==> src/hw/wtf_defines.svh <==
`ifndef WTF_DEFINES_SVH
`define WTF_DEFINES_SVH
// training fifo depth and pointer width
`define WTF_DEPTH 5
`define WTF_PTR_W 3
// burst beats per entry
`define WTF_BURST 16
// oscillator counter saturation value, 2^16-1 held as all ones in 16 bits
`define WTF_OSC_MAX 16'hffff
// reset values
`define WTF_PTR_RST 3'h0
`define WTF_CNT_RST 16'h0000
// result register field positions
`define WTF_LOW_MSB 7
`define WTF_HIGH_LSB 8
// spacing before restart: max(40ns, 8 cycles) at 4 ns per cycle
`define WTF_OSCO_NS 40
`define WTF_CLK_NS 4
`define WTF_OSCO_CK 8
`define WTF_OSCO_CYC (((`WTF_OSCO_NS + `WTF_CLK_NS - 1) / `WTF_CLK_NS) > \
	`WTF_OSCO_CK ? ((`WTF_OSCO_NS + `WTF_CLK_NS - 1) / `WTF_CLK_NS) : \
	`WTF_OSCO_CK)
// output stream fifo depth
`define WTF_OUT_DEPTH 16
`endif

==> src/hw/wtf_pkg.sv <==
package wtf_pkg;
	// column commands; the block decodes only train, read, read with autoprecharge and oscillator start/stop
	typedef enum logic [3:0] {
		WTF_CMD_NONE,
		WTF_CMD_TRAIN_WR,
		WTF_CMD_TRAIN_RD,
		WTF_CMD_WRITE,
		WTF_CMD_MASKED_WRITE,
		WTF_CMD_READ,
		WTF_CMD_READ_AP,
		WTF_CMD_READ_CAL,
		WTF_CMD_MODE_REG_READ,
		WTF_CMD_OSC_START,
		WTF_CMD_OSC_STOP
	} wtf_cmd_e;
	// oscillator states
	typedef enum logic [1:0] {
		WTF_OSC_IDLE,
		WTF_OSC_RUN,
		WTF_OSC_HOLD
	} wtf_osc_e;
endpackage

==> src/hw/wtf_stream_if.sv <==
`timescale 1ns/100ps
// read-data stream between the fifo core and the output buffer
interface wtf_stream_if #(parameter int W = 18);
	logic [W-1:0] data;
	logic valid;
	logic ready;
	modport src (output data, output valid, input ready);
	modport snk (input data, input valid, output ready);
endinterface

==> src/hw/wtf_out_fifo.sv <==
`timescale 1ns/100ps
// output buffer for training read beats
module wtf_out_fifo #(
	parameter int W = 18,
	parameter int DEPTH = 16
) (
	input wire logic core_clk,
	input wire logic resetn,
	wtf_stream_if.snk in_s,
	output logic [W-1:0] out_data,
	output logic out_valid,
	input wire logic out_ready
);
	localparam int AW = $clog2(DEPTH);
	logic [W-1:0] mem_r [DEPTH];
	logic [AW-1:0] wr_r;
	logic [AW-1:0] rd_r;
	logic [AW:0] cnt_r;
	logic push;
	logic pop;

	// handshakes on both sides
	assign in_s.ready = (cnt_r != (AW+1)'(DEPTH));
	assign out_valid = (cnt_r != '0);
	assign push = in_s.valid && in_s.ready;
	assign pop = out_valid && out_ready;
	assign out_data = mem_r[rd_r];

	// storage
	always_ff @(posedge core_clk) begin
		if (push) begin
			mem_r[wr_r] <= in_s.data;
		end
	end

	// pointers and fill count
	always_ff @(posedge core_clk or negedge resetn) begin
		if (!resetn) begin
			wr_r <= '0;
			rd_r <= '0;
			cnt_r <= '0;
		end else begin
			if (push) begin
				wr_r <= (wr_r == AW'(DEPTH-1)) ? '0 : wr_r + 1'b1;
			end
			if (pop) begin
				rd_r <= (rd_r == AW'(DEPTH-1)) ? '0 : rd_r + 1'b1;
			end
			cnt_r <= cnt_r + (AW+1)'(push) - (AW+1)'(pop);
		end
	end

	a_no_overflow: assert property (@(posedge core_clk) disable iff (!resetn)
		cnt_r <= (AW+1)'(DEPTH)) else $error("output fifo overfilled");
endmodule // wtf_out_fifo

==> src/hw/wtf_train.sv <==
`timescale 1ns/100ps
`include "wtf_defines.svh"
// Function
// - train writes accepted with banks open, in refresh, or self refresh cke high
// - back-to-back train writes accepted at column spacing without gaps
// - train write uses normal write latency and strobe timing
// - five entries; sixth write overwrites first; unwritten entries undefined
// - train read returns data with normal read latency and strobe timing
// - back-to-back train reads return data without gaps
// - reads keep contents; read pointer advances and wraps after five
// - drive mask/inversion lanes when inversion or masking enabled
// - termination follows normal write latencies during train write
// - start command runs ring oscillator over strobe tree replica
// - nonzero run-time setting stops oscillator after that many clocks
// - count stored as 16 bits: low byte and high byte registers
// - stop command with zero run-time setting overwrites both result registers
// - counter saturates at maximum and stops, never wraps
// - both pointers reset at power-up, reset, power-down and self refresh entry
// - normal read or read with autoprecharge advances both pointers
module wtf_train
	import wtf_pkg::*;
#(
	parameter int LANES = 18,
	parameter int WRITE_LATENCY = 8,
	parameter int READ_LATENCY = 14,
	parameter int TERM_ON_LATENCY = 6,
	parameter int TERM_OFF_LATENCY = 26
) (
	input wire logic core_clk,
	input wire logic resetn,
	input wire wtf_pkg::wtf_cmd_e cmd,
	input wire logic power_down_entry,
	input wire logic self_refresh_entry,
	input wire logic [LANES-1:0] wr_data,
	input wire logic [7:0] osc_run_time_setting,
	input wire logic write_inversion_en,
	input wire logic read_inversion_en,
	input wire logic data_masking_en,
	input wire logic ring_osc_tick,
	output logic [LANES-1:0] rd_data,
	output logic rd_valid,
	input wire logic rd_ready,
	output logic termination_en,
	output logic mask_inversion_oe,
	output logic osc_running,
	output logic [7:0] osc_count_low,
	output logic [7:0] osc_count_high,
	output logic osc_restart_ok
);
	import wtf_pkg::*;

	localparam int BEATS = `WTF_BURST;
	localparam int BW = $clog2(BEATS);
	localparam int WSH = WRITE_LATENCY + BEATS;
	localparam int RSH = READ_LATENCY;
	localparam int TSH = TERM_OFF_LATENCY + 1;

	logic [LANES-1:0] mem_r [`WTF_DEPTH][BEATS];
	logic [`WTF_PTR_W-1:0] wptr_r;
	logic [`WTF_PTR_W-1:0] rptr_r;
	logic [WSH-1:0] wpipe_r;
	logic [`WTF_PTR_W-1:0] wslot_r [WRITE_LATENCY];
	logic [RSH-1:0] rpipe_r;
	logic [`WTF_PTR_W-1:0] rslot_r [RSH];
	logic [TSH-1:0] tpipe_r;
	logic [BW-1:0] wbeat_r;
	logic [BW-1:0] rbeat_r;
	logic [`WTF_PTR_W-1:0] rent_r;
	logic rbusy_r;
	logic [`WTF_PTR_W-1:0] rq_r [5];
	logic [2:0] rq_cnt_r;
	logic wbusy_r;
	logic [`WTF_PTR_W-1:0] went_r;
	logic ptr_clr;
	logic is_nread;
	logic rd_launch;
	logic term_r;
	logic dmi_r;
	wtf_osc_e osc_st_r;
	logic [15:0] osc_cnt_r;
	logic [7:0] auto_cnt_r;
	logic [7:0] run_set_r;
	logic [7:0] low_r;
	logic [7:0] high_r;
	logic [4:0] osco_r;
	logic run_r;
	logic restart_r;
	logic tick_lvl_r;
	logic tick_a_r;
	logic tick_b_r;
	logic tick_c_r;
	logic tick_seen;
	logic osc_stop_now;

	wtf_stream_if #(.W(LANES)) beat_s ();

	// pointer clear on power-down or self refresh entry
	assign ptr_clr = power_down_entry || self_refresh_entry;
	assign is_nread = (cmd == WTF_CMD_READ) || (cmd == WTF_CMD_READ_AP);

	// write pointer: train writes and normal reads advance it
	always_ff @(posedge core_clk or negedge resetn) begin
		if (!resetn) begin
			wptr_r <= `WTF_PTR_RST;
		end else if (ptr_clr) begin
			wptr_r <= `WTF_PTR_RST;
		end else if (cmd == WTF_CMD_TRAIN_WR || is_nread) begin
			// modulo five, sixth write lands on entry zero again
			wptr_r <= (wptr_r == `WTF_PTR_W'(`WTF_DEPTH - 1)) ?
				`WTF_PTR_RST : wptr_r + 1'b1;
		end
	end

	// read pointer: train reads and normal reads advance it
	always_ff @(posedge core_clk or negedge resetn) begin
		if (!resetn) begin
			rptr_r <= `WTF_PTR_RST;
		end else if (ptr_clr) begin
			rptr_r <= `WTF_PTR_RST;
		end else if (cmd == WTF_CMD_TRAIN_RD || is_nread) begin
			rptr_r <= (rptr_r == `WTF_PTR_W'(`WTF_DEPTH - 1)) ?
				`WTF_PTR_RST : rptr_r + 1'b1;
		end
	end

	// latency pipes for write data, read data and termination
	always_ff @(posedge core_clk or negedge resetn) begin
		if (!resetn) begin
			wpipe_r <= '0;
			rpipe_r <= '0;
			tpipe_r <= '0;
		end else begin
			wpipe_r <= {wpipe_r[WSH-2:0], cmd == WTF_CMD_TRAIN_WR};
			rpipe_r <= {rpipe_r[RSH-2:0], cmd == WTF_CMD_TRAIN_RD};
			tpipe_r <= {tpipe_r[TSH-2:0], cmd == WTF_CMD_TRAIN_WR};
		end
	end

	// entry numbers travel alongside each read pipe bit and the first WRITE_LATENCY write pipe bits
	genvar gi;
	generate
		for (gi = 0; gi < RSH; gi++) begin : g_rslot
			always_ff @(posedge core_clk) begin
				rslot_r[gi] <= (gi == 0) ? rptr_r : rslot_r[(gi == 0) ? 0 : gi-1];
			end
		end
		for (gi = 0; gi < WRITE_LATENCY; gi++) begin : g_wslot
			always_ff @(posedge core_clk) begin
				wslot_r[gi] <= (gi == 0) ? wptr_r : wslot_r[(gi == 0) ? 0 : gi-1];
			end
		end
	endgenerate

	// write burst capture: sixteen beats per entry, back to back allowed
	always_ff @(posedge core_clk or negedge resetn) begin
		if (!resetn) begin
			wbusy_r <= 1'b0;
			wbeat_r <= '0;
			went_r <= `WTF_PTR_RST;
		end else if (wpipe_r[WRITE_LATENCY-1]) begin
			wbusy_r <= 1'b1;
			wbeat_r <= BW'(1);
			went_r <= wslot_r[WRITE_LATENCY-1];
		end else if (wbusy_r) begin
			wbeat_r <= wbeat_r + 1'b1;
			wbusy_r <= (wbeat_r != BW'(BEATS - 1));
		end
	end

	// storage write; reads never touch it
	always_ff @(posedge core_clk) begin
		if (wpipe_r[WRITE_LATENCY-1]) begin
			mem_r[wslot_r[WRITE_LATENCY-1]][0] <= wr_data;
		end else if (wbusy_r) begin
			mem_r[went_r][wbeat_r] <= wr_data;
		end
	end

	// pending read bursts queued so seamless reads stream without gaps
	assign rd_launch = rpipe_r[RSH-1];
	always_ff @(posedge core_clk or negedge resetn) begin
		if (!resetn) begin
			rbusy_r <= 1'b0;
			rbeat_r <= '0;
			rent_r <= `WTF_PTR_RST;
		end else if (beat_s.ready) begin
			if (rbusy_r && rbeat_r != BW'(BEATS - 1)) begin
				rbeat_r <= rbeat_r + 1'b1;
			end else if (rq_cnt_r != 3'h0) begin
				rbusy_r <= 1'b1;
				rbeat_r <= '0;
				rent_r <= rq_r[0];
			end else if (rd_launch) begin
				rbusy_r <= 1'b1;
				rbeat_r <= '0;
				rent_r <= rslot_r[RSH-1];
			end else begin
				rbusy_r <= 1'b0;
			end
		end
	end

	// small queue of entries waiting behind a busy burst
	always_ff @(posedge core_clk or negedge resetn) begin
		if (!resetn) begin
			rq_cnt_r <= 3'h0;
		end else begin
			logic take;
			logic add;
			take = beat_s.ready && !(rbusy_r && rbeat_r != BW'(BEATS - 1)) &&
				rq_cnt_r != 3'h0;
			add = rd_launch && (rq_cnt_r != 3'h0 || (rbusy_r &&
				!(beat_s.ready && rbeat_r == BW'(BEATS - 1))) || !beat_s.ready);
			rq_cnt_r <= rq_cnt_r + 3'(add) - 3'(take);
		end
	end
	always_ff @(posedge core_clk) begin
		logic [2:0] base;
		logic take;
		base = rq_cnt_r;
		take = beat_s.ready && !(rbusy_r && rbeat_r != BW'(BEATS - 1)) &&
			rq_cnt_r != 3'h0;
		if (take) begin
			for (int i = 0; i < 4; i++) begin
				rq_r[i] <= rq_r[i+1];
			end
			base = rq_cnt_r - 3'h1;
		end
		if (rd_launch && base < 3'h5) begin
			rq_r[base] <= rslot_r[RSH-1];
		end
	end

	assign beat_s.valid = rbusy_r;
	assign beat_s.data = mem_r[rent_r][rbeat_r];

	wtf_out_fifo #(.W(LANES), .DEPTH(`WTF_OUT_DEPTH)) u_out (
		.core_clk(core_clk),
		.resetn(resetn),
		.in_s(beat_s),
		.out_data(rd_data),
		.out_valid(rd_valid),
		.out_ready(rd_ready)
	);

	// termination window and mask lane drive
	always_ff @(posedge core_clk or negedge resetn) begin
		if (!resetn) begin
			term_r <= 1'b0;
			dmi_r <= 1'b0;
		end else begin
			if (tpipe_r[TERM_ON_LATENCY-1]) begin
				term_r <= 1'b1;
			end else if (tpipe_r[TSH-1]) begin
				term_r <= 1'b0;
			end
			dmi_r <= (rbusy_r || wbusy_r) && (write_inversion_en ||
				read_inversion_en || data_masking_en);
		end
	end
	assign termination_en = term_r;
	assign mask_inversion_oe = dmi_r;

	// ring oscillator tick synchroniser, edge counts once b and c agree
	always_ff @(posedge core_clk or negedge resetn) begin
		if (!resetn) begin
			tick_a_r <= 1'b0;
			tick_b_r <= 1'b0;
			tick_c_r <= 1'b0;
			tick_lvl_r <= 1'b0;
		end else begin
			tick_a_r <= ring_osc_tick;
			tick_b_r <= tick_a_r;
			tick_c_r <= tick_b_r;
			tick_lvl_r <= (tick_b_r == tick_c_r) ? tick_c_r : tick_lvl_r;
		end
	end
	assign tick_seen = tick_b_r && tick_c_r && !tick_lvl_r;
	assign osc_stop_now = (cmd == WTF_CMD_OSC_STOP && run_set_r == 8'h00) ||
		(run_set_r != 8'h00 && auto_cnt_r == 8'h01);

	// oscillator control and saturating counter
	always_ff @(posedge core_clk or negedge resetn) begin
		if (!resetn) begin
			osc_st_r <= WTF_OSC_IDLE;
			osc_cnt_r <= `WTF_CNT_RST;
			auto_cnt_r <= 8'h00;
			run_set_r <= 8'h00;
			low_r <= 8'h00;
			high_r <= 8'h00;
			osco_r <= 5'h00;
		end else begin
			case (osc_st_r)
				WTF_OSC_IDLE, WTF_OSC_HOLD: begin
					osco_r <= (osco_r != 5'h00) ? osco_r - 5'h01 : 5'h00;
					if (cmd == WTF_CMD_OSC_START) begin
						osc_st_r <= WTF_OSC_RUN;
						osc_cnt_r <= `WTF_CNT_RST;
						run_set_r <= osc_run_time_setting;
						auto_cnt_r <= osc_run_time_setting;
					end
				end
				WTF_OSC_RUN: begin
					if (tick_seen && osc_cnt_r != `WTF_OSC_MAX) begin
						osc_cnt_r <= osc_cnt_r + 16'h0001;
					end
					if (run_set_r != 8'h00) begin
						auto_cnt_r <= auto_cnt_r - 8'h01;
					end
					if (osc_stop_now) begin
						osc_st_r <= WTF_OSC_HOLD;
						low_r <= osc_cnt_r[`WTF_LOW_MSB:0];
						high_r <= osc_cnt_r[15:`WTF_HIGH_LSB];
						osco_r <= 5'(`WTF_OSCO_CYC);
					end
				end
				default: osc_st_r <= WTF_OSC_IDLE;
			endcase
		end
	end

	// status outputs from flops
	always_ff @(posedge core_clk or negedge resetn) begin
		if (!resetn) begin
			run_r <= 1'b0;
			restart_r <= 1'b1;
		end else begin
			run_r <= (osc_st_r == WTF_OSC_RUN) ? !osc_stop_now :
				(cmd == WTF_CMD_OSC_START);
			restart_r <= (osc_st_r == WTF_OSC_RUN ||
				cmd == WTF_CMD_OSC_START) ? 1'b0 : (osco_r <= 5'h01);
		end
	end
	assign osc_running = run_r;
	assign osc_count_low = low_r;
	assign osc_count_high = high_r;
	assign osc_restart_ok = restart_r;

	a_ptr_range: assert property (@(posedge core_clk) disable iff (!resetn)
		wptr_r < 3'h5 && rptr_r < 3'h5) else $error("pointer out of range");
	a_wr_wrap: assert property (@(posedge core_clk) disable iff (!resetn)
		(cmd == WTF_CMD_TRAIN_WR && !ptr_clr && wptr_r == 3'h4) |=>
		wptr_r == 3'h0) else $error("write pointer wrap");
	a_rd_wrap: assert property (@(posedge core_clk) disable iff (!resetn)
		(cmd == WTF_CMD_TRAIN_RD && !ptr_clr) |=>
		rptr_r == (($past(rptr_r) == 3'h4) ? 3'h0 : $past(rptr_r) + 3'h1))
		else $error("read pointer step");
	a_ptr_clear: assert property (@(posedge core_clk) disable iff (!resetn)
		ptr_clr |=> wptr_r == 3'h0 && rptr_r == 3'h0)
		else $error("pointers not cleared");
	a_nread_both: assert property (@(posedge core_clk) disable iff (!resetn)
		(is_nread && !ptr_clr) |=> wptr_r != $past(wptr_r) &&
		rptr_r != $past(rptr_r)) else $error("read did not move pointers");
	a_osc_sat: assert property (@(posedge core_clk) disable iff (!resetn)
		osc_cnt_r == 16'hffff && osc_st_r == WTF_OSC_RUN |=>
		osc_cnt_r == 16'hffff) else $error("counter wrapped");
	a_osc_store: assert property (@(posedge core_clk) disable iff (!resetn)
		(osc_st_r == WTF_OSC_RUN && osc_stop_now) |=>
		{high_r, low_r} == $past(osc_cnt_r)) else $error("result lost");
	a_term_on: assert property (@(posedge core_clk) disable iff (!resetn)
		tpipe_r[TERM_ON_LATENCY-1] |=> term_r) else $error("term late");
	a_dmi_drive: assert property (@(posedge core_clk) disable iff (!resetn)
		((rbusy_r || wbusy_r) && data_masking_en) |=> dmi_r)
		else $error("dmi idle");
endmodule // wtf_train

==> config.mk <==
export PLATFORM = sky130hd
export DESIGN_NAME = wtf_train
export DESIGN_NICKNAME = d
export VERILOG_FILES = /design/src/hw/wtf_pkg.sv /design/src/hw/wtf_stream_if.sv /design/src/hw/wtf_out_fifo.sv /design/src/hw/wtf_train.sv
export VERILOG_INCLUDE_DIRS = /design/src /design/src/hw
export SDC_FILE = /design/constraint.sdc
export NUM_CORES = 2
export LEC_CHECK = 0
export BUFFER_PORTS_ARGS = -buffer_cell sky130_fd_sc_hd__buf_2
export CAP_MARGIN = 20
export CORE_UTILIZATION = 60
export CTS_CLUSTER_SIZE = 16
export DETAILED_ROUTE_END_ITERATION = 8
export GPL_ROUTABILITY_DRIVEN = 0
export PLACE_DENSITY_LB_ADDON = 0.05
export SETUP_SLACK_MARGIN = 0.02
export SLEW_MARGIN = 5
export SYNTH_ARGS = -nofsm -noshare
export SYNTH_HDL_FRONTEND = slang
export SYNTH_SLANG_ARGS = --single-unit
==> constraint.sdc <==
create_clock -name core_clk -period 8.8 [get_ports core_clk]
set_input_delay 0.88 -clock core_clk [delete_from_list [all_inputs] [get_ports core_clk]]
set_output_delay 0.88 -clock core_clk [all_outputs]
set_load 0.03 [all_outputs]
==> results by stage <==
Run status:
- The run finished with clean final reports.

Cells and area:
- The growth of design area from synthesis to finish is 12.70%.
- The final-stage net count is 3,953.
- The number of antenna repair diodes is 0.
- The ratio of cells with drive above 1 in the final layout is 0.2595.

Worst setup path:
- The length in cells of the worst reg-to-reg path is 7.
- STA classifies the critical path startpoint as a flop.
- For the worst setup path, the data arrival time is 5.25 ns.
- The critical path class is flop to flop.
- The slack of the worst reg-to-reg path is 3.96 ns.
- The required time at the endpoint of the critical path is approximately 9 ns.
- The worst setup path is captured at a flop.
- The worst register-to-register path ends at u_out.mem_r[11][7]$_DFFE_PP_.
- In this run the worst path has a maximum fanout of 83.
- The startpoint identified for the worst register-to-register timing path is rent_r[0]$_DFFE_PN0P_.

Drt:
- For this block, the initial DRC count from the detailed router was 4,783.
- The first TritonRoute pass finished after 5 iterations.
- For this run, design rule violations remaining after detail routing come to 0.
- The detailed-route wire length is roughly 180 mm.
- Dividing the detail-routed wire length by the instance count gives 31.95 um.
- The total via count in the routed design is roughly 37,000.
- The number of nets with antenna violations after routing is 0.
- After detailed routing, the number of vias per cell comes to 6.588.

CTS:
- The clock-pin transition on the worst setup and hold timing paths is ~0.060 ns.
- The clock latency on the worst-skew pair is 0.82 ns.
- The TritonCTS clock tree is done.
- Gates resized during post-CTS repair numbered 0.
- The clock sink total is between 1,500 and 2,000.
- The deepest level of the CTS H-tree is 4.
- The number of hold buffers added after CTS is 0.
- The number of buffers added by the clock tree synthesis step is 188.
- The clock tree root driver cell is sky130_fd_sc_hd__clkbuf_16.
- The maximum number of buffers from clock root to sink is 3.
- Once the clock tree was built, the setup fixing pass inserted 0 buffers.

Timing:
- The maximum frequency from static timing analysis is 206.7 MHz.
- The max-slew violation total from the final report is 0.
- The total negative setup slack is 0 ns.
- Setup repair after global routing left no endpoint under its margin.
- The final period utilization is 0.5499.
- The count of final setup violators is 0.
- Between clock sinks in the finished design, the worst skew comes to 0.02275 ns.
- The worst slew margin relative to its limit is 0.2108.
- The slew at the pin closest to its max-slew limit is 1.183 ns.
- The clock period minus final worst setup slack is 4.839 ns.
- The number of endpoints with negative hold slack in the final report is 0.

Logic synthesis:
- sky130_fd_sc_hd__edfxtp_1 takes more of the synthesized area than any other cell.
- Synthesis instantiated 76 different standard cells from the library.
- The most instantiated flip-flop cell in the synthesis netlist is sky130_fd_sc_hd__edfxtp_1.
- Ranked by total cell area, the synthesized netlist is headed by sky130_fd_sc_hd__edfxtp_1 70%, sky130_fd_sc_hd__mux4_2 13%, sky130_fd_sc_hd__dfrtp_1 4.7%.
- The adder and majority gate portion of the synthesized area is 0.005571.
- After synthesis, the share of flip-flops with an asynchronous set or reset is 0.07278.
- Synthesis produced 3,636 cells.
- The fraction of synthesized area in multiplexers is 0.1548.
- In this run, synthesis inferred 1,743 flip-flops with an integrated enable.
- Counting flops and latches in the post-synthesis netlist gives 1,951.
- Summing every instance area after synthesis gives roughly 75,000 sq um.
- Among all cell types in the netlist, the one instantiated most often is sky130_fd_sc_hd__edfxtp_1.
- Of the total synthesized cell area, the portion taken by XOR and XNOR cells is 0.002467.
- Of the post-synthesis cell area, the dominant cell type holds 0.7019.
- The mean instance size in the synthesized netlist is ~20 sq um.
- Of the total synthesized cell area, the portion taken by AND, OR, NAND and NOR gates is 0.02826.
- The commonest cells after synthesis are 1,743 x sky130_fd_sc_hd__edfxtp_1, 415 x sky130_fd_sc_hd__mux4_2, 167 x sky130_fd_sc_hd__nor2_1.
- The number of nets handed over by synthesis was 3,707.
- By area, the combinational part of the netlist is dominated by multiplexers.
- Yosys printed 0 warnings.
- The post-synthesis compound-gate area fraction was 0.02747.
- For this run, the register share of the synthesized area comes to 0.7673.

GRT:
- The total routing usage reported by global routing is 0.2947.
- The global-route wire length before repair is 262.3 mm.
- The number of antenna violations at the first check in global routing was 4.
- The via count of the first global-routing pass is 37,810.
- Entering global routing, the biggest net connects 117 pins.
- For this run the aggregate overflow at the end of global routing stands at 0.

Placed design:
- The estimated wirelength of the detail-placed design is 105.3 mm.
- The quantity of I/O buffers inserted on ports is 77.

Power:
- The worst-case IR drop observed on VDD is 0.3835 mV.
- Dividing total power by cell area gives a power density of 336.8 nW/um^2.
- The analysis attributes to cell leakage a power of 27.93 nW.
- The completed layout was analyzed and its total power is roughly 28 mW.

Die:
- Pin placement for this block handled 78 I/O pins.
- After floorplanning, the core was divided into 128 placement rows.
- The floorplan step defined a die boundary enclosing 125,700 sq um.
- The vertical die dimension is 354.5 um.
- The initial utilization of the core area, before any placement, comes to 0.6086.
- The core region area is between 100,000 and 150,000 sq um.
- The die is 354.5 um wide.

Hold path:
- The class of the worst hold path is input port to asynchronous set/reset pin.

Job:
- Max-cap violations in this run came to 0.
==> flip-flops by register name, summed over array words and instances (netlist names), 14 cells and up <==
signal and cells:
mem_r 1440, osc_cnt_r 16, rpipe_r 14, rq_r 15, rslot_r 42, tpipe_r 27
u_out.mem_r 288, wslot_r 24
==> final cells by class <==
class,instances,area [sq um]
Sequential cell,1951,57240
Fill cell,7636,38490
Multi-Input combinational cell,1462,16530
Clock buffer,251,5223
Tap cell,1625,2033
Timing Repair Buffer,235,1913
Clock inverter,96,933.4
Inverter,44,167.7
==> worst max-delay path by stage <==
stage | endpoint | slack [ns] | from
2_1_floorplan | u_out.mem_r[3][0]$_DFFE_PP_ | 5.56 | u_out.cnt_r[2]$_DFF_PN0_
3_3_place_gp | u_out.mem_r[0][7]$_DFFE_PP_ | 4.00 | rent_r[0]$_DFFE_PN0P_
3_5_place_dp | u_out.mem_r[10][14]$_DFFE_PP_ | 3.95 | rent_r[0]$_DFFE_PN0P_
4_1_cts | rd_data[6] | 3.90 | u_out.rd_r[0]$_DFFE_PN0P_
5_1_grt | u_out.mem_r[3][7]$_DFFE_PP_ | 3.68 | rent_r[0]$_DFFE_PN0P_
6_report | u_out.mem_r[11][7]$_DFFE_PP_ | 3.96 | rent_r[0]$_DFFE_PN0P_
==> logic make-up (layout without fill, tap and decap cells) <==
group / after synthesis / after routing
DFF: 1951 / 1951
buffers and inverters: 223 / 626
xor gates and xnor gates: 21 / 21
adders and majority gates: 32 / 32
AOI/OAI and AO/OA: 311 / 311
muxes: 628 / 628
and+or+nand+nor: 470 / 470
==> stage by stage <==
stage               std cells  instance area [sq um]  hold slack [ns]  worst slack, ns  utilization
global placement         5286                  77370           0.3096            3.996       0.6315
global route             5664                  84030           0.1187            3.678       0.6859
finish                   5664                  84030          0.07743            3.961       0.6859
detailed placement       5307                  77750           0.3128            3.949       0.6346
CTS                      5654                  83900          0.07266            3.901       0.6848
floorplan                3636                  74570           0.3096            5.557            -
==> layer usage <==
metal | track usage | share of wire | vias up
met1 | 0.4218 | 0.39 | 19660
met4 | 0.09707 | 0.031 | 2
li1 | - | - | 15370
met5 | 0 | 0.000066 | -
met2 | 0.4634 | 0.48 | 1990
met3 | 0.05841 | 0.096 | 298
==> critical path, cell delays in order (launching register included) <==
cell	delay (ns)
sky130_fd_sc_hd__dfrtp_4	0.99
sky130_fd_sc_hd__buf_12	0.49
sky130_fd_sc_hd__buf_4	0.71
sky130_fd_sc_hd__mux2_2	0.40
sky130_fd_sc_hd__o21ai_0	0.23
sky130_fd_sc_hd__o221ai_1	0.18
sky130_fd_sc_hd__o21ai_0	0.60
sky130_fd_sc_hd__nand3_1	0.51
==> where the power goes <==
| group | switching, mW | total [mW] | internal [mW] |
|---|---|---|---|
| Sequential | 0.474 | 11.9 | 11.4 |
| Clock | 3.40 | 7.99 | 4.59 |
| Combinational | 5.25 | 8.42 | 3.16 |
==> cells in the final DEF, fill, tap and decap left out, types with 50 or more instances in the layout <==
cell	n
sky130_fd_sc_hd__edfxtp_1	1743
sky130_fd_sc_hd__mux4_2	415
sky130_fd_sc_hd__clkbuf_16	197
sky130_fd_sc_hd__mux2i_1	161
sky130_fd_sc_hd__nand2_1	150
sky130_fd_sc_hd__dfrtp_1	135
sky130_fd_sc_hd__nor2_1	125
sky130_fd_sc_hd__buf_4	123
sky130_fd_sc_hd__o21ai_0	82
sky130_fd_sc_hd__buf_2	76
sky130_fd_sc_hd__dfxtp_1	66
sky130_fd_sc_hd__a21oi_1	64
sky130_fd_sc_hd__mux2_2	50
Power figures use the tool's default switching activity.
